File: src/rtl/pwm_pkg.sv
package pwm_pkg;
   // ==========================================
   // widths
   localparam int AVG_W = 13;
   localparam int SUM_W = 20;
   localparam int MM_W = 11;
   localparam int ADC_W = 10;
   localparam int DIV_W = 14;
   localparam int DUTY_W = 19;
   localparam int CNT_W = 23;
   localparam int SMP_W = 9;
   localparam int DIFF_W = 12;
   localparam int SPAN_W = 4;
   localparam int HIST_D = 8;
   // ==========================================
   // reset values and limits
   localparam logic [DIV_W-1:0] DIV_MIN = 14'h004f;
   localparam logic [DIV_W-1:0] DIV_RESET = 14'h0271;
   localparam logic [1:0] SMP_SEL_RESET = 2'h0;
   // ==========================================
   // samples per period codes
   localparam logic [1:0] SMP_32 = 2'h0;
   localparam logic [1:0] SMP_64 = 2'h1;
   localparam logic [1:0] SMP_128 = 2'h2;
   localparam logic [1:0] SMP_512 = 2'h3;
   // ==========================================
   // profile zones
   typedef enum logic [3:0] {
      Z_IDLE = 4'h1,
      Z_ONE = 4'h2,
      Z_TWO = 4'h4,
      Z_THREE = 4'h8
   } zone_t;
   // ==========================================
   // last sample index of a period
   function automatic logic [SMP_W-1:0] samples_last(input logic [1:0] sel);
      case (sel)
         SMP_64: samples_last = 9'h03f;
         SMP_128: samples_last = 9'h07f;
         SMP_512: samples_last = 9'h1ff;
         default: samples_last = 9'h01f;
      endcase
   endfunction
   // on-time scale m/32 as a left shift
   function automatic logic [2:0] samples_shift(input logic [1:0] sel);
      case (sel)
         SMP_64: samples_shift = 3'h1;
         SMP_128: samples_shift = 3'h2;
         SMP_512: samples_shift = 3'h4;
         default: samples_shift = 3'h0;
      endcase
   endfunction
endpackage

File: src/rtl/sample_history.sv
`timescale 1ns/1ps
module sample_history
   import pwm_pkg::*;
#(
   parameter int DEPTH = HIST_D
) (
   // clock and reset
   input wire logic clk,
   input wire logic reset,
   // samples
   input wire logic clear,
   input wire logic push,
   input wire logic [ADC_W-1:0] sample,
   // difference
   input wire logic [SPAN_W-1:0] span,
   output logic signed [DIFF_W-1:0] diff,
   output logic ready
);
   // ==========================================
   // history of older samples, hist[0] newest
   logic [ADC_W-1:0] hist [DEPTH];
   logic [SPAN_W-1:0] fill_r;
   logic [SPAN_W-1:0] idx;

   always_ff @(posedge clk) begin
      if (push) begin
         hist[0] <= sample;
      end
   end

   genvar g;
   generate
      for (g = 1; g < DEPTH; g++) begin : g_shift
         always_ff @(posedge clk) begin
            if (push) begin
               hist[g] <= hist[g-1];
            end
         end
      end
   endgenerate

   // fill restarts so stale samples from an earlier pulse never count
   always_ff @(posedge clk) begin
      if (reset || clear) begin
         fill_r <= 4'h0;
      end else if (push && fill_r != SPAN_W'(DEPTH)) begin
         fill_r <= fill_r + 4'h1;
      end
   end

   assign idx = (span == 4'h0) ? 4'h0 : span - 4'h1;
   assign ready = (span != 4'h0) && (fill_r >= span);
   assign diff = $signed({2'h0, sample}) - $signed({2'h0, hist[idx[2:0]]});
endmodule

File: src/rtl/feedback_track.sv
`timescale 1ns/1ps
module feedback_track
   import pwm_pkg::*;
(
   // clock and reset
   input wire logic clk,
   input wire logic reset,
   // per-cycle averages of the selected channel
   input wire logic restart,
   input wire logic cycle_done,
   input wire logic dither_start,
   input wire logic dither_off,
   input wire logic [AVG_W-1:0] cycle_avg,
   // accesses
   input wire logic avg_access,
   input wire logic minmax_access,
   // results
   output logic [SUM_W-1:0] avg_sum,
   output logic avg_valid,
   output logic [MM_W-1:0] min_cur,
   output logic [MM_W-1:0] max_cur,
   output logic minmax_valid
);
   // ==========================================
   // period accumulation
   logic run_r;
   logic [SUM_W-1:0] acc_r;
   logic [AVG_W-1:0] min_r;
   logic [AVG_W-1:0] max_r;
   logic close_w;
   logic store_w;
   logic [AVG_W-1:0] min_nxt;
   logic [AVG_W-1:0] max_nxt;

   assign close_w = cycle_done && dither_start && run_r;
   assign store_w = (cycle_done && dither_off) || close_w;
   assign min_nxt = (cycle_avg < min_r) ? cycle_avg : min_r;
   assign max_nxt = (cycle_avg > max_r) ? cycle_avg : max_r;

   always_ff @(posedge clk) begin
      if (reset || restart) begin
         run_r <= 1'b0; // [RQ8]
         acc_r <= 20'h00000;
         min_r <= 13'h1fff;
         max_r <= 13'h0000;
      end else if (cycle_done && (dither_start || dither_off)) begin
         run_r <= 1'b1; // [RQ7]
         acc_r <= SUM_W'(cycle_avg); // [RQ1]
         min_r <= cycle_avg;
         max_r <= cycle_avg;
      end else if (cycle_done && run_r) begin
         acc_r <= acc_r + SUM_W'(cycle_avg); // [RQ1]
         min_r <= min_nxt; // [RQ2]
         max_r <= max_nxt;
      end
   end

   // ==========================================
   // stored results, dither off refreshes every period
   always_ff @(posedge clk) begin
      if (reset) begin
         avg_sum <= 20'h00000;
         min_cur <= 11'h000;
         max_cur <= 11'h000;
      end else if (cycle_done && dither_off) begin
         avg_sum <= SUM_W'(cycle_avg); // [RQ3]
         min_cur <= cycle_avg[AVG_W-1:2]; // [RQ4]
         max_cur <= cycle_avg[AVG_W-1:2];
      end else if (close_w) begin
         avg_sum <= acc_r;
         min_cur <= min_r[AVG_W-1:2]; // [RQ2]
         max_cur <= max_r[AVG_W-1:2];
      end
   end

   // set wins over the access clear
   always_ff @(posedge clk) begin
      if (reset) begin
         avg_valid <= 1'b0;
         minmax_valid <= 1'b0;
      end else begin
         avg_valid <= store_w || (avg_valid && !avg_access); // [RQ5]
         minmax_valid <= store_w || (minmax_valid && !minmax_access); // [RQ6]
      end
   end
endmodule

File: src/rtl/direct_pwm_profile_detect_feedback.sv
`timescale 1ns/1ps
// Operation
// (RQ1) sum 13-bit cycle averages over a dither period into 20 bits
// (RQ2) keep upper 11 bits of period minimum and maximum
// (RQ3) dither off: sum refreshes each period, equals cycle feedback
// (RQ4) dither off: min and max refresh each period, upper 11 bits
// (RQ5) average access clears its valid; a stored sum sets it
// (RQ6) min/max access clears its valid; a finished period sets it
// (RQ7) tracking runs on last selected channel continuously
// (RQ8) new channel waits for next dither period start
// (RQ9) one channel selection serves both feedback messages
// (RQ10) direct mode disables loop, integrator cleared and held at 0
// (RQ11) pwm period is samples times divider clocks
// (RQ12) divider below 79 becomes 79 and reads back 79
// (RQ13) divider is a 14-bit field
// (RQ14) new divider reads back at once, applies next period; default 625
// (RQ15) samples per period 32, 64, 128 or 512, default 32
// (RQ16) host keeps pwm rate times samples at most 128 kHz
// (RQ17) on-time is duty times samples over 32 clocks, clipped at 100%
// (RQ18) profile check only in direct mode, full 10-bit samples
// (RQ19) rising output enters zone 1, rising slope hits within count+1
// (RQ20) zone 2 counts slope below limit; zero limit needs falling slope
// (RQ21) zone 3 spans 1 to 4 samples; its hits pass the profile
// (RQ22) after one miss, compare double span against double limit
// (RQ23) timeout before all zones pass sets timeout status
// (RQ24) falling output before completion sets interrupted status
// (RQ25) all zones passed sets passed status
// (RQ26) each rising output resets zone state and counters
module direct_pwm_profile_detect_feedback
   import pwm_pkg::*;
#(
   parameter int HIT_W = 4,
   parameter int TMO_W = 16,
   parameter int DSTEP_W = 4,
   parameter int DAMP_W = 4
) (
   // clock and reset
   input wire logic clk,
   input wire logic reset,
   // channel selection and message accesses
   input wire logic sel_wr,
   input wire logic [2:0] sel_chan,
   input wire logic avg_access,
   input wire logic minmax_access,
   // per-cycle current averages of all channels
   input wire logic [2:0] fb_chan,
   input wire logic fb_cycle_done,
   input wire logic fb_dither_start,
   input wire logic [AVG_W-1:0] fb_cycle_avg,
   input wire logic [DSTEP_W-1:0] dither_steps,
   input wire logic [DAMP_W-1:0] dither_amp,
   // feedback results
   output logic [2:0] sel_chan_rd,
   output logic [SUM_W-1:0] avg_sum,
   output logic avg_valid,
   output logic [MM_W-1:0] min_cur,
   output logic [MM_W-1:0] max_cur,
   output logic minmax_valid,
   // direct pwm settings
   input wire logic direct_mode,
   input wire logic div_wr,
   input wire logic [DIV_W-1:0] div_in,
   input wire logic [1:0] samples_sel,
   input wire logic [DUTY_W-1:0] duty_in,
   input wire logic pi_gate,
   // pwm outputs
   output logic [DIV_W-1:0] div_rd,
   output logic gate_drive_output,
   output logic integ_clear,
   output logic period_start,
   output logic adc_start,
   // profile check settings
   input wire logic adc_valid,
   input wire logic [ADC_W-1:0] adc_data,
   input wire logic [ADC_W-1:0] zone1_slope_limit,
   input wire logic [ADC_W-1:0] zone2_slope_limit,
   input wire logic [ADC_W-1:0] zone3_slope_limit,
   input wire logic [HIT_W-1:0] zone1_required_hits,
   input wire logic [HIT_W-1:0] zone2_required_hits,
   input wire logic [HIT_W-1:0] zone3_required_hits,
   input wire logic [1:0] zone3_span,
   input wire logic [TMO_W-1:0] profile_timeout,
   input wire logic status_read,
   // profile check status
   output logic [3:0] profile_zone,
   output logic profile_passed,
   output logic profile_timed_out,
   output logic profile_interrupted
);
   // ==========================================
   // channel selection
   logic sel_change;
   logic fb_hit;
   logic dither_off;

   assign sel_change = sel_wr && (sel_chan != sel_chan_rd);
   assign fb_hit = (fb_chan == sel_chan_rd) && !sel_change;
   assign dither_off = (dither_steps == '0) || (dither_amp == '0);

   // both messages write this one register
   always_ff @(posedge clk) begin
      if (reset) begin
         sel_chan_rd <= 3'h0;
      end else if (sel_wr) begin
         sel_chan_rd <= sel_chan; // [RQ9]
      end
   end

   feedback_track u_track (
      .clk(clk),
      .reset(reset),
      .restart(sel_change), // [RQ8]
      .cycle_done(fb_cycle_done && fb_hit), // [RQ7]
      .dither_start(fb_dither_start),
      .dither_off(dither_off),
      .cycle_avg(fb_cycle_avg),
      .avg_access(avg_access),
      .minmax_access(minmax_access),
      .avg_sum(avg_sum),
      .avg_valid(avg_valid),
      .min_cur(min_cur),
      .max_cur(max_cur),
      .minmax_valid(minmax_valid)
   );

   // ==========================================
   // divider and sample count
   logic [DIV_W-1:0] div_act_r;
   logic [1:0] smp_sel_r;
   logic [DIV_W-1:0] slot_r;
   logic [SMP_W-1:0] smp_r;
   logic [CNT_W-1:0] elapsed_r;
   logic slot_end;
   logic period_end;
   logic [CNT_W-1:0] on_time;
   logic pwm_on;

   // a written divider is visible at once, used from the next period
   always_ff @(posedge clk) begin
      if (reset) begin
         div_rd <= DIV_RESET; // [RQ14]
      end else if (div_wr) begin
         div_rd <= (div_in < DIV_MIN) ? DIV_MIN : div_in; // [RQ12] [RQ13]
      end
   end

   always_ff @(posedge clk) begin
      if (reset) begin
         div_act_r <= DIV_RESET;
         smp_sel_r <= SMP_SEL_RESET; // [RQ15]
      end else if (period_end) begin
         div_act_r <= div_rd; // [RQ14]
         smp_sel_r <= samples_sel;
      end
   end

   assign slot_end = (slot_r == div_act_r - 14'h0001);
   assign period_end = slot_end && (smp_r == samples_last(smp_sel_r)); // [RQ11]

   always_ff @(posedge clk) begin
      if (reset || period_end) begin
         slot_r <= 14'h0000;
         smp_r <= 9'h000;
         elapsed_r <= 23'h000000;
      end else begin
         slot_r <= slot_end ? 14'h0000 : slot_r + 14'h0001; // [RQ11]
         smp_r <= slot_end ? smp_r + 9'h001 : smp_r;
         elapsed_r <= elapsed_r + 23'h000001;
      end
   end

   // a duty past the period keeps the output on the whole period
   assign on_time = CNT_W'({4'h0, duty_in} << samples_shift(smp_sel_r)); // [RQ17]
   assign pwm_on = (elapsed_r < on_time); // [RQ17]

   always_ff @(posedge clk) begin
      if (reset) begin
         gate_drive_output <= 1'b0;
         integ_clear <= 1'b0;
         period_start <= 1'b0;
         adc_start <= 1'b0;
      end else begin
         gate_drive_output <= direct_mode ? pwm_on : pi_gate; // [RQ10]
         integ_clear <= direct_mode; // [RQ10]
         period_start <= period_end;
         adc_start <= slot_end; // [RQ11]
      end
   end

   // ==========================================
   // profile check edges and history
   zone_t zone_r;
   logic gate_prev_r;
   logic rise;
   logic fall;
   logic active;
   logic [HIT_W-1:0] hits_r;
   logic miss_r;
   logic miss_used_r;
   logic [TMO_W-1:0] tmo_r;
   logic [SPAN_W-1:0] base_span;
   logic [SPAN_W-1:0] span;
   logic signed [DIFF_W-1:0] diff;
   logic hist_ready;

   assign rise = gate_drive_output && !gate_prev_r && direct_mode; // [RQ19]
   assign fall = !gate_drive_output && gate_prev_r;
   assign active = (zone_r != Z_IDLE);

   always_ff @(posedge clk) begin
      if (reset) begin
         gate_prev_r <= 1'b0;
      end else begin
         gate_prev_r <= gate_drive_output;
      end
   end

   assign base_span = (zone_r == Z_THREE) ? {2'h0, zone3_span} + 4'h1 : 4'h1; // [RQ21]
   assign span = miss_r ? base_span << 1 : base_span; // [RQ22]

   sample_history #(
      .DEPTH(HIST_D)
   ) u_hist (
      .clk(clk),
      .reset(reset),
      .clear(rise), // [RQ26]
      .push(adc_valid),
      .sample(adc_data), // [RQ18]
      .span(span),
      .diff(diff),
      .ready(hist_ready)
   );

   // ==========================================
   // zone comparison
   logic [ADC_W-1:0] limit;
   logic signed [DIFF_W-1:0] limit_eff;
   logic [HIT_W-1:0] need;
   logic hit;
   logic cmp_go;
   logic zone_done;
   logic timed_out;
   logic passed_ev;
   logic interrupted_ev;

   assign limit = (zone_r == Z_ONE) ? zone1_slope_limit :
                  (zone_r == Z_TWO) ? zone2_slope_limit : zone3_slope_limit;
   assign need = (zone_r == Z_ONE) ? zone1_required_hits :
                 (zone_r == Z_TWO) ? zone2_required_hits : zone3_required_hits;
   assign limit_eff = miss_r ? $signed({1'b0, limit, 1'b0}) :
                               $signed({2'h0, limit}); // [RQ22]
   // a zero zone 2 limit only passes a falling slope
   assign hit = (zone_r == Z_TWO) ? (diff < limit_eff) : (diff > limit_eff); // [RQ20]
   assign cmp_go = active && adc_valid && hist_ready && direct_mode; // [RQ18]
   assign zone_done = cmp_go && hit && (hits_r + 1'b1 >= need);
   assign timed_out = active && (tmo_r >= profile_timeout);
   assign passed_ev = zone_done && (zone_r == Z_THREE) && !timed_out;
   assign interrupted_ev = active && fall && !timed_out;

   always_ff @(posedge clk) begin
      if (reset) begin
         zone_r <= Z_IDLE;
      end else if (rise) begin
         zone_r <= Z_ONE; // [RQ19] [RQ26]
      end else if (!direct_mode || timed_out || fall) begin
         zone_r <= Z_IDLE; // [RQ23] [RQ24]
      end else if (zone_done) begin
         case (zone_r)
            Z_ONE: zone_r <= Z_TWO; // [RQ19]
            Z_TWO: zone_r <= Z_THREE; // [RQ20]
            default: zone_r <= Z_IDLE; // [RQ21]
         endcase
      end
   end

   // one miss per zone is forgiven; each later miss restarts the window
   always_ff @(posedge clk) begin
      if (reset || rise || zone_done) begin
         hits_r <= '0; // [RQ26]
         miss_r <= 1'b0;
         miss_used_r <= 1'b0;
      end else if (cmp_go && hit) begin
         hits_r <= hits_r + 1'b1; // [RQ19]
         miss_r <= 1'b0;
      end else if (cmp_go) begin
         hits_r <= miss_used_r ? '0 : hits_r;
         miss_r <= 1'b1; // [RQ22]
         miss_used_r <= 1'b1;
      end
   end

   always_ff @(posedge clk) begin
      if (reset || rise || !active) begin
         tmo_r <= '0; // [RQ26]
      end else if (tmo_r != '1) begin
         tmo_r <= tmo_r + 1'b1; // [RQ23]
      end
   end

   // ==========================================
   // sticky status, an event wins over the read clear
   always_ff @(posedge clk) begin
      if (reset) begin
         profile_passed <= 1'b0;
         profile_timed_out <= 1'b0;
         profile_interrupted <= 1'b0;
         profile_zone <= 4'h1;
      end else begin
         profile_passed <= passed_ev || (profile_passed && !status_read); // [RQ25]
         profile_timed_out <= timed_out || (profile_timed_out && !status_read); // [RQ23]
         profile_interrupted <= interrupted_ev ||
                                (profile_interrupted && !status_read); // [RQ24]
         profile_zone <= zone_r;
      end
   end
endmodule

File: config.mk
export PLATFORM = sky130hd
export DESIGN_NAME = direct_pwm_profile_detect_feedback
export DESIGN_NICKNAME = d
export VERILOG_FILES = /design/src/rtl/pwm_pkg.sv /design/src/rtl/sample_history.sv /design/src/rtl/feedback_track.sv /design/src/rtl/direct_pwm_profile_detect_feedback.sv
export SDC_FILE = /design/constraint.sdc
export NUM_CORES = 1
export LEC_CHECK = 0
export ABC_CLOCK_PERIOD_IN_PS = 11400
export BUFFER_PORTS_ARGS = -buffer_cell sky130_fd_sc_hd__buf_4
export CORE_MARGIN = 3
export CORE_UTILIZATION = 63
export DETAILED_ROUTE_END_ITERATION = 8
export MAX_ROUTING_LAYER = met4
export PLACE_DENSITY = 0.89
export SLEW_MARGIN = 40
export SYNTH_ARGS = -nofsm -noshare
export SYNTH_HDL_FRONTEND = slang
export SYNTH_HIERARCHICAL = 1
export SYNTH_SLANG_ARGS = --single-unit
File: constraint.sdc
create_clock -name clk -period 11.4 [get_ports clk]
set_input_delay 2.28 -clock clk [delete_from_list [all_inputs] [get_ports clk]]
set_output_delay 2.28 -clock clk [all_outputs]
set_load 0.05 [all_outputs]
## Yosys cells after proc, flatten, opt, wreduce, memory -nomap -nowiden

Memories as Yosys holds them, arrays and structs flattened.
Cells that the tools add are included.

| storage, ports and cells | value |
|---|---|
| bits in registers | 212 |
| bits in latches | 0 |
| memory bits (writable) | 80 |
| ROM bits | 0 |
| output and inout bits | 72 |
| memories kept | 1 |

| operators by class | value |
|---|---|
| add/subtract/negate cells | 11 |
| multiply operators | 0 |
| divide/modulo/power cells | 0 |
| magnitude comparators | 9 |
| eq/ne operators | 13 |
| shifts and indexed selects | 1 |
| muxes and demuxes | 36 |
| bitwise logic cells | 1 |
| reduce and logical (&&, ||, !) cells | 73 |

Memories:

| memory | words | width | rd ports | clocked after memory_dff | wr ports | RTL line | RTL |
|---|---|---|---|---|---|---|---|
| u_hist.hist | 8 | 10 | 8 | 0 | 8 | sample_history.sv:21 | `logic [ADC_W-1:0] hist [DEPTH];` |

Operator list:

| operator | number |
|---|---|
| 13-bit 2-to-1 mux | 10 |
| 11-bit 2-to-1 mux | 5 |
| 1-bit logical AND | 29 |
| 9-bit one-hot mux with 3 select lines | 1 |
| 4-bit 2-to-1 mux | 6 |
| 23-bit by 1-bit adder with 23-bit output, second input constant | 1 |
| 23-bit < comparator | 1 |
| 19-bit by 3-bit left shift with 23-bit output | 1 |
| 20-bit by 13-bit adder with 20-bit output | 1 |
| 10-bit 2-to-1 mux | 2 |
| 16-bit by 1-bit adder with 16-bit output, second input constant | 1 |
| 16-bit greater-or-equal comparator | 1 |
| 16-bit != test, second input constant | 1 |
| 1-bit logical OR | 15 |
| 14-bit by 1-bit adder with 14-bit output, second input constant | 1 |
| 14-bit == test | 1 |
| 14-bit by 7-bit < comparator with 1-bit output, second input constant | 1 |
| 14-bit 2-to-1 mux | 1 |
| 14-bit by 1-bit subtractor with 14-bit output, second input constant | 1 |
| 13-bit > comparator | 1 |
| 13-bit < comparator | 1 |
| 12-bit > comparator | 1 |
| 4-bit logical NOT | 3 |
| 12-bit < comparator | 1 |
| 29 further kinds | 57 |

## Depth between registers and ports, before layout

Gate-level depths: netlist of the first run.
An unclocked memory read counts as a cell.

| logic depth | value |
|---|---|
| word-level depth | 14 |
| gate-level depth with buffers | 29 |

## By module

The synthesis of the first run kept the hierarchy.

By module, submodules not included:

| module | times used | cells each | area an instance (µm²) | seq. area each (µm²) |
|---|---|---|---|---|
| direct_pwm_profile_detect_feedback | 1 | 851 | 7319.5 | 2342.2 |
| feedback_track | 1 | 574 | 4725.8 | 1821.7 |
| sample_history | 1 | 257 | 3870.0 | 2482.4 |

## Worst setup path after synthesis of the first run

Ideal clock, no wire load.

| path | value |
|---|---|
| kind | input to register |
| start | input port zone3_span[0] |
| end | register hits_r[3] |
| setup time | 0.117 ns |
| data arrival time | 7.214 ns |
| required time | 11.283 ns |
| path slack | 4.069 ns |
| stages on the path | 23 |
| buffers on the path | 2 |
| cell sequence | a21oi_1 > inv_2 > clkbuf_1 > ha_1 > nand2b_1 > a21o_1 > buf_6 > mux4_2 > a21o_1 > ha_1 > fa_1 > nor2b_1 > o21ai_0 > o22ai_1 > o211ai_1 > and3b_1 > ha_1 > nand4b_1 > a211o_1 > a31oi_1 > mux2i_1 > o21ai_0 > a32o_1 |

| between the ends | value |
|---|---|
| longest elaborated chain between the ends | 12 |
| elaborated cells on any way between the ends | 23 |

RTL lines:

| item | RTL line | RTL |
|---|---|---|
| start: declaration | direct_pwm_profile_detect_feedback.sv:81 | `input wire logic [1:0] zone3_span,` |
| 2-bit by 1-bit adder with 3-bit output (*) | direct_pwm_profile_detect_feedback.sv:218 | `assign base_span = (zone_r == Z_THREE) ? {2'h0, zone3_span} + 4'h1 : 4'h1;` |
| 3-bit 2-to-1 mux (*) | direct_pwm_profile_detect_feedback.sv:218 |  |
| 4-bit 2-to-1 mux (*) | direct_pwm_profile_detect_feedback.sv:219 | `assign span = miss_r ? base_span << 1 : base_span;` |
| 3-bit by 1-bit subtractor with 3-bit output / 4-bit logical NOT (equally long branches) | sample_history.sv:51 | `assign idx = (span == 4'h0) ? 4'h0 : span - 4'h1;` |
| 3-bit 2-to-1 mux (*) | sample_history.sv:51 |  |
| memory 8 x 10 bit (*) | - |  |
| 10-bit by 10-bit subtractor with 11-bit output (*) | sample_history.sv:53 | `assign diff = $signed({2'h0, sample}) - $signed({2'h0, hist[idx[2:0]]});` |
| named net diff[10] | direct_pwm_profile_detect_feedback.sv:203 | `logic signed [DIFF_W-1:0] diff;` |
| 12-bit > comparator / 12-bit < comparator (equally long branches) | direct_pwm_profile_detect_feedback.sv:253 | `assign hit = (zone_r == Z_TWO) ? (diff < limit_eff) : (diff > limit_eff);` |
| 1-bit 2-to-1 mux (*) | direct_pwm_profile_detect_feedback.sv:253 |  |
| 1-bit logical AND (*) | direct_pwm_profile_detect_feedback.sv:255, direct_pwm_profile_detect_feedback.sv:282 |  |
| 2-bit nonzero test (no source line) / 1-bit logical AND (equally long branches) | - |  |
| 2-bit AND reduction (no source line) / 1-bit logical OR (equally long branches) | - |  |
| end signal: assignment | direct_pwm_profile_detect_feedback.sv:283 | `hits_r <= hits_r + 1'b1;` |
| end signal: assignment | direct_pwm_profile_detect_feedback.sv:286 | `hits_r <= miss_used_r ? '0 : hits_r;` |
| end: declaration | direct_pwm_profile_detect_feedback.sv:197 | `logic [HIT_W-1:0] hits_r;` |

Mark *: on every way through the listed nets, which the timed path passes. The rest lies on a longest branch.
A chain may end at the register's enable or synchronous reset.

## Worst setup path in the final report of the first run

| path | value |
|---|---|
| start | input port zone3_span[0] |
| end | register zone_r[3] |

| between the ends | value |
|---|---|
| longest elaborated chain between the ends | 11 |
| elaborated cells on any way between the ends | 18 |

RTL lines:

| item | RTL line | RTL |
|---|---|---|
| 2-bit by 1-bit adder with 3-bit output (*) | direct_pwm_profile_detect_feedback.sv:218 |  |
| 3-bit 2-to-1 mux (*) | direct_pwm_profile_detect_feedback.sv:218 |  |
| 4-bit 2-to-1 mux (*) | direct_pwm_profile_detect_feedback.sv:219 |  |
| named net span[1] | direct_pwm_profile_detect_feedback.sv:202 | `logic [SPAN_W-1:0] span;` |
| 3-bit by 1-bit subtractor with 3-bit output / 4-bit logical NOT (equally long branches) | sample_history.sv:51 |  |
| 3-bit 2-to-1 mux (*) | sample_history.sv:51 |  |
| memory 8 x 10 bit (*) | - |  |
| 10-bit by 10-bit subtractor with 11-bit output (*) | sample_history.sv:53 |  |
| named net diff[10] | direct_pwm_profile_detect_feedback.sv:203 |  |
| 12-bit > comparator / 12-bit < comparator (equally long branches) | direct_pwm_profile_detect_feedback.sv:253 |  |
| 1-bit 2-to-1 mux (*) | direct_pwm_profile_detect_feedback.sv:253 |  |
| 1-bit logical AND (*) (2 in series) | direct_pwm_profile_detect_feedback.sv:255 | `assign zone_done = cmp_go && hit && (hits_r + 1'b1 >= need);` |
| end signal: assignment | direct_pwm_profile_detect_feedback.sv:262 | `zone_r <= Z_IDLE;` |
| end signal: assignment | direct_pwm_profile_detect_feedback.sv:264 | `zone_r <= Z_ONE;` |
| end signal: assignment | direct_pwm_profile_detect_feedback.sv:266 | `zone_r <= Z_IDLE;` |
| end: declaration | direct_pwm_profile_detect_feedback.sv:192 | `zone_t zone_r;` |

Marked as above.

==> impl_metrics.toml, run 1 <==
[status]
status = "complete, no violations"

[logic_synthesis]
ys_seq_elements = 292
async_reset_ff_share_pct = 0
synth_cell_types = 88
synthFlopType = "sky130_fd_sc_hd__dfxtp_1"
yosys_warnings = 6
synth_largest_area_cell = "sky130_fd_sc_hd__dfxtp_1"
synthMostInstantiatedCell = "sky130_fd_sc_hd__dfxtp_1"
syn_inst = 1682
sequential_share_of_the_synthesized_area_pct = 41.8
mappedNetlistNets = 1944
yosys-top-cells-area = "sky130_fd_sc_hd__dfxtp_1 (27%), sky130_fd_sc_hd__edfxtp_1 (15%), sky130_fd_sc_hd__ha_1 (9.1%)"
yosysTopAreaCellShare_pct = 26.7
syn_area_per_cell_um2 = 9.46
synth.cell_area_um2 = 15900
synth_enable_flop_cells = 80
synth_top_cells_by_count = "sky130_fd_sc_hd__dfxtp_1 (212), sky130_fd_sc_hd__nand2_1 (180), sky130_fd_sc_hd__nor2_1 (140)"

[timing]
setup-tns-final_ns = 0
fmaxAchievable_ghz = 0.126
unrepaired_setup_endpoints_after_global_routing = "false"
timing.final.setup_violations = 0
tightestPinTransition_ns = 0.744
drv_slew = 0
fin_skew_ns = 0.0106
timing.final.crit_share_pct = 69.6
period_needed_ns = 7.93
hold_viol = 0
maxSlewHeadroom_pct = 50.3

[worst_setup_path]
r2r.worst_path.cells = 24
timing.critical_path.to_type = "register"
regToRegEndpoint = "zone_r[3]"
startpoint_of_the_worst_slack_reg_to_reg_timing_path = "zone_r[3]"
cp_data_required_time_ns = 11.86
critPathLaunchType = "input port"
cp.arrival_ns = 8.39
ff2ff_setup_slack_ns = 4.22
critPathMaxFanout = 26
critPathKind = "in -> reg"

[global_route]
global_route_wire_length_before_repair_um = 66600
grt_util_all_layers_pct = 30.5
grt_antenna_before_repair = 0
largest_net_degree_at_the_start_of_global_routing = 81
grt_pass1_vias = 13600
grt_overflow_total = 0

[die]
floorplan.die.height_um = 165
die_w_um = 165
initial_core_util_pct = 64.7
boundaryPins = 216
core.rowCount = 57
core-area_um2 = 24600
fp.dieArea_um2 = 27200

[clock_tree]
clkLatencyLatePin_ns = 0.53
numClockSinks = 292
number_of_buffers_inserted_to_repair_setup_after_cts = 0
cts_buffers = 30
cts_tree = "done"
post_cts_sizing = 0
cts_htree_levels = 1
cts_buffer_depth = 3
holdBufCountCts = 0
clock_edge_transition_at_the_registers_on_the_reported_setup_and_hold_paths_ns = 0.06
cts_root_buffer_type = "sky130_fd_sc_hd__clkbuf_16"

[finish]
insertedDiodeCount = 0
seq_area_um2 = 6650
fillCellCount = 1660
syn_to_final_growth_pct = 18.1
layout.cells.non_filler = 2223
design.final.nets = 2138
drive_above_1_share_pct = 18.8
combined_area_of_the_multi_input_logic_cells_um2 = 8640

[placed_design]
io_buffers = 215
placed_cells = 2166
detailedPlacementHpwl_um = 29800
gpl_wtd_cong = 0.932

[power]
ir_worst_vdd_uv = 126
fin_total_pwr_mw = 2.39
static-leakage-power_nw = 7.69
power-per-cell-area_nw_per_um2 = 127

[routing]
met2WireLength_um = 20800
via_per_inst = 6.23
postRouteWirelength_um = 41600
route.detailed.drc = 0
drt.antenna.violating_nets = 0
vias = 13900
wl_per_cell_um = 18.7
drt_pre_antenna_iters = 6
route.layer.met1.wl_um = 16600
detailroute.wirelength.met3_um = 2770
drt_iter0_drc = 1415
highest_layer = "met4"

[worst_hold_path]
hold_path.class = "reg -> reg"
hold_path.startpoint = "u_hist/hist[3][2]"
worst_hold_path.endpoint = "u_hist/hist[4][2]"
hold_depth = 0

[run]
drv.max_cap_violation_count = 0
placed cells by master (no fill, tap or decap), drive strengths merged, types with 26 or more instances in the layout:
| master | n |
|---|---|
| clkbuf | 46 |
| nor2 | 140 |
| o21ai | 71 |
| nand3 | 61 |
| mux2i | 40 |
| ha | 116 |
| nand2 | 181 |
| buf | 231 |
| xor2 | 50 |
| and3 | 26 |
| xnor2 | 41 |
| a21oi | 100 |
| a21o | 28 |
| nor3 | 30 |
| edfxtp | 80 |
| dfxtp | 212 |
| nand4 | 28 |
| inv | 92 |
| a31oi | 51 |
routing by layer:
layer | GRT usage (%) | vias to the layer above
met1 | 37.9 | 6599
met3 | 3.71 | 115
li1 | - | 6525
met5 | - | -
met4 | 11.1 | 0
met2 | 51.3 | 612
where the power goes:
part	total [mW]	switching, mW	internal [mW]
clock	0.994	0.392	0.602
sequential	1.12	0.0216	1.10
combinational	0.275	0.154	0.120
total	2.39	0.568	1.82
area by class of cell:
cell class              instances  area share [%]
repair buffers                232            9.32
inverters                      90            1.80
multi-input cells            1230            46.0
clock inverters                10           0.705
well taps                     324            2.16
flip-flops and latches        292            35.4
clock buffers                  45            4.69
worst max-delay path by stage:
stage	endpoint	cells after the start	from	slack, ns
4_1_cts	hits_r[3]	24	zone3_span[0]	3.26
3_3_place_gp	hits_r[3]	24	zone3_span[0]	2.92
6_report	zone_r[3]	25	zone3_span[0]	3.47
2_1_floorplan	hits_r[3]	23	zone3_span[0]	4.07
3_5_place_dp	hits_r[3]	24	zone3_span[0]	2.75
5_1_grt	hits_r[3]	23	zone3_span[0]	3.00
registers in the layout (all words and copies together), names as in the netlist, 13 cells and up:
name	flops
u_track/min_r	13
u_track/avg_sum	20
u_hist/hist	80
slot_r	14
tmo_r	16
div_act_r	14
u_track/acc_r	20
u_track/max_r	13
elapsed_r	23
div_rd	14
logic make-up (layout without fill, tap and decap cells):
kind of cell	after synthesis	after routing	share of synthesized area [%]
and+or+nand+nor	563	563	16.8
AOI/OAI and AO/OA	389	389	16.5
DFF	292	292	41.8
buffers and inverters	160	377	4.22
adders and majority gates	118	118	9.37
xor gates and xnor gates	91	91	5.01
muxes	69	69	6.27
per-stage QoR:
step                      utilization, %  instance area, um2  hold WS [ns]  worst slack, ns
final                               76.4               18800         0.447             3.47
after CTS                           76.3               18800         0.447             3.26
after global routing                76.4               18800         0.456             3.00
after floorplan                        -               15900         0.418             4.07
after detailed placement            72.2               17800         0.441             2.75
after global placement              72.0               17700         0.424             2.92
worst max-delay path: stages:
cell and delay [ns]:
sky130_fd_sc_hd__buf_4 0.12, sky130_fd_sc_hd__ha_1 0.29, sky130_fd_sc_hd__a21oi_1 0.06, sky130_fd_sc_hd__a31oi_1 0.18, sky130_fd_sc_hd__inv_1 0.11, sky130_fd_sc_hd__ha_1 0.19, sky130_fd_sc_hd__nand2b_1 0.19, sky130_fd_sc_hd__a21o_2 0.54
sky130_fd_sc_hd__mux4_2 0.58, sky130_fd_sc_hd__a21o_1 0.21, sky130_fd_sc_hd__ha_1 0.21, sky130_fd_sc_hd__fa_1 0.41, sky130_fd_sc_hd__nor2b_1 0.12, sky130_fd_sc_hd__o21ai_0 0.11, sky130_fd_sc_hd__o22ai_1 0.28, sky130_fd_sc_hd__o211ai_1 0.11
sky130_fd_sc_hd__and3b_1 0.23, sky130_fd_sc_hd__ha_1 0.33, sky130_fd_sc_hd__nand4b_1 0.12, sky130_fd_sc_hd__a211o_1 0.28, sky130_fd_sc_hd__a31oi_1 0.47, sky130_fd_sc_hd__mux2i_1 0.43, sky130_fd_sc_hd__and3_1 0.30, sky130_fd_sc_hd__nand2_1 0.08
sky130_fd_sc_hd__a21oi_1 0.17
Note: power is estimated with default switching activity, not from simulation.
==> inputs of run 2 (changes only) <==
- ABC_AREA: unset -> 1
- ABC_CLOCK_PERIOD_IN_PS: 11400 -> 7800
- CORE_UTILIZATION: 63 -> 59
- PLACE_DENSITY: 0.89 -> 0.84
- clock period: 11.4 -> 7.8 ns (I/O delays scaled with it)
==> run 2 against run 1 <==
Compared with the run above: via count increased by 21%; clock skew is essentially flat; cell area up 7.5%; critical path depth increased by 4; combinational power is 70% higher; global-route usage fell by 0.38 points; utilization decreased by 6.4 points; total power increased by 55%; critical endpoint is now hits_r[3]; largest cell class unchanged; largest power group unchanged.
==> impl_metrics.toml, run 2 <==
[logic_synthesis]
synth_mux_area_share_pct = 0.230
synth_top_cells_by_count = "sky130_fd_sc_hd__nand2_1 (557), sky130_fd_sc_hd__inv_1 (286), sky130_fd_sc_hd__nand3_1 (273)"
synthMostInstantiatedCell = "sky130_fd_sc_hd__nand2_1"
synth_simple_gate_area_share_pct = 30.0
mappedNetlistNets = 2604
synth_xor_area_share_pct = 3.48
synth_enable_flop_cells = 80
ys_seq_elements = 292
synthFlopType = "sky130_fd_sc_hd__dfxtp_1"
yosysTopAreaCellShare_pct = 24.4
synth_largest_area_cell = "sky130_fd_sc_hd__dfxtp_1"
yosys_warnings = 6
syn_inst = 2342
syn_area_per_cell_um2 = 7.42
synth.cell_area_um2 = 17400
yosys-top-cells-area = "sky130_fd_sc_hd__dfxtp_1 (24%), sky130_fd_sc_hd__edfxtp_1 (14%), sky130_fd_sc_hd__nand2_1 (12%)"
synth_cell_types = 55
synth_adder_area_share_pct = 8.59
sequential_share_of_the_synthesized_area_pct = 38.3
synth_top_family_by_area = "simple AND/OR/NAND/NOR gates"
async_reset_ff_share_pct = 0
synth-compound-area-share_pct = 10.2

[clock_tree]
numClockSinks = 292
cts_buffers = 34
clkLatencyLatePin_ns = 0.51
clock_edge_transition_at_the_registers_on_the_reported_setup_and_hold_paths_ns = 0.06
number_of_buffers_inserted_to_repair_setup_after_cts = 0
post_cts_sizing = 0
cts_tree = "done"
cts_root_buffer_type = "sky130_fd_sc_hd__clkbuf_16"
holdBufCountCts = 0
cts_htree_levels = 2
cts_buffer_depth = 3

[worst_setup_path]
regToRegEndpoint = "hits_r[3]"
crit_buf_inv = 4
crit_path_start = "zone3_span[0]"
timing.critical_path.to_type = "register"
critPathLaunchType = "input port"
ff2ff_setup_slack_ns = 1.42
delay_of_the_slowest_critical_path_stage_ns = 0.42
cp_data_required_time_ns = 8.19
r2r.worst_path.cells = 27
critical_path.slowest_cell = "sky130_fd_sc_hd__fa_1"
critPathMaxFanout = 44
critPathKind = "in -> reg"
worst_path_dominant_cell_family = "simple AND/OR/NAND/NOR gates"
startpoint_of_the_worst_slack_reg_to_reg_timing_path = "miss_r"
cp.arrival_ns = 6.80
cp_common_cell = "sky130_fd_sc_hd__nand2_1"
path_depth = 29

[finish]
layout.cells.most_common = "sky130_fd_sc_hd__nand2_1"
fillCellCount = 2368
final_cell_mix = "sky130_fd_sc_hd__nand2_1 (557), sky130_fd_sc_hd__inv_1 (285), sky130_fd_sc_hd__nand3_1 (272), sky130_fd_sc_hd__buf_4 (220), sky130_fd_sc_hd__dfxtp_1 (212)"
regMostFlops = "u_hist/hist"
combined_area_of_the_multi_input_logic_cells_um2 = 9140
layout.cells.non_filler = 2932
finish.instance_area_um2 = 20200
syn_to_final_growth_pct = 16.4
design.final.nets = 2783
drive_above_1_share_pct = 13.4
largest_register_ffs = 80
seq_area_um2 = 6650
reg.largest.list = "u_hist/hist (80), elapsed_r (23)"

[routing]
vias = 16800
drt_iter0_drc = 1535
postRouteWirelength_um = 47400
drt.antenna.violating_nets = 0
drt_pre_antenna_iters = 9
via_per_inst = 5.74
route.detailed.drc = 0
wl_per_cell_um = 16.2

[timing]
maxSlewHeadroom_pct = 48.1
setup-tns-final_ns = 0
timing.final.crit_share_pct = 82.3
fin_skew_ns = 0.0108
timing.final.setup_violations = 0
fmaxAchievable_ghz = 0.156
period_needed_ns = 6.42
unrepaired_setup_endpoints_after_global_routing = "false"
tightestPinTransition_ns = 0.774
hold_viol = 0
drv_slew = 0

[die]
core.rowCount = 62
core-area_um2 = 28900
initial_core_util_pct = 60.2
boundaryPins = 216
fp.dieArea_um2 = 31500
die_w_um = 178
floorplan.die.height_um = 178

[global_route]
global_route_wire_length_before_repair_um = 76600
grt_pass1_vias = 16100
grt_overflow_total = 0
largest_net_degree_at_the_start_of_global_routing = 66
grt_antenna_before_repair = 1
grt_util_all_layers_pct = 30.1

[placed_design]
dpl-instance-area_um2 = 19000
gpl_wtd_cong = 1.03
detailedPlacementHpwl_um = 34600
placed_cells = 2868
io_buffers = 215

[power]
netSwitchingFraction_pct = 25.7
ir_worst_vdd_uv = 151
clock_power_share_pct = 43.4
static-leakage-power_nw = 9.59
power-per-cell-area_nw_per_um2 = 184
combinational_power_share_pct = 12.6
p_int_mw = 2.76
seqPwrFrac_pct = 44.0
p_sw_mw = 0.955

[worst_hold_path]
hold_depth = 0
hold_path.class = "reg -> reg"
hold_path.startpoint = "u_hist/hist[6][5]"
worst_hold_path.endpoint = "u_hist/hist[7][5]"

[status]
status = "complete, no violations"

[run]
drv.max_cap_violation_count = 0
## run 2: cell types whose count changed in the layout (fill, tap and decap cells not counted), moves of 14 or more
cell and delta:
sky130_fd_sc_hd__nand2_1 +377, sky130_fd_sc_hd__nand3_1 +211, sky130_fd_sc_hd__inv_1 +197, sky130_fd_sc_hd__nor2_1 +39
sky130_fd_sc_hd__mux2i_1 -36, sky130_fd_sc_hd__and3_1 -26, sky130_fd_sc_hd__a21oi_1 +25, sky130_fd_sc_hd__mux4_2 -24
sky130_fd_sc_hd__a21o_1 -22, sky130_fd_sc_hd__nand3b_1 +22, sky130_fd_sc_hd__nor2b_1 -21, sky130_fd_sc_hd__nand2b_1 -20
sky130_fd_sc_hd__o21ai_0 +19, sky130_fd_sc_hd__xnor2_1 -14
## run 2: area by class of cell
class / count / share of cell area, %
multi-input cells: 1670 / 45.2
flip-flops and latches: 292 / 32.9
repair buffers: 221 / 8.27
inverters: 302 / 5.63
clock buffers: 47 / 4.96
well taps: 384 / 2.38
clock inverters: 15 / 0.681
diodes: 1 / 0.0124
## run 2: worst max path at each step
| stage | to | slack [ns] |
|---|---|---|
| 2_1_floorplan | hits_r[0] | 2.56 |
| 3_3_place_gp | hits_r[0] | 1.32 |
| 3_5_place_dp | hits_r[3] | 0.97 |
| 4_1_cts | hits_r[3] | 1.46 |
| 5_1_grt | hits_r[3] | 0.69 |
| 6_report | hits_r[3] | 1.38 |
## run 2: power by group through the flow
stage               logic (mW)  clock network (mW)  registers, mW
finish                   0.468                1.61           1.63
global route             0.524                1.68           1.64
CTS                      0.461                1.63           1.63
detailed placement       0.458                   0           1.66
global placement         0.440                   0           1.66
floorplan                0.271                   0           1.68
## run 2: cells by family after synthesis
kind of cell,after synthesis
xor gates and xnor gates,69
muxes,4
adders and majority gates,118
DFF,292
buffers and inverters,380
AOI/OAI and AO/OA,310
and+or+nand+nor,1169
## run 2: routing by layer
| layer | routed length, um | global-route usage (%) |
|---|---|---|
| met5 | 0 | - |
| met4 | 2070 | 12.0 |
| met3 | 3380 | 4.86 |
| met1 | 19400 | 36.8 |
| met2 | 22600 | 49.9 |
## run 2: stage by stage
stage | setup WS, ns | util [%] | hold slack, ns | power (mW)
detailed placement | 0.971 | 66.0 | 0.431 | 2.12
global placement | 1.32 | 66.0 | 0.424 | 2.10
global route | 0.692 | 70.1 | 0.452 | 3.84
floorplan | 2.56 | - | 0.417 | 1.95
finish | 1.38 | 70.1 | 0.448 | 3.71
CTS | 1.46 | 69.9 | 0.445 | 3.72
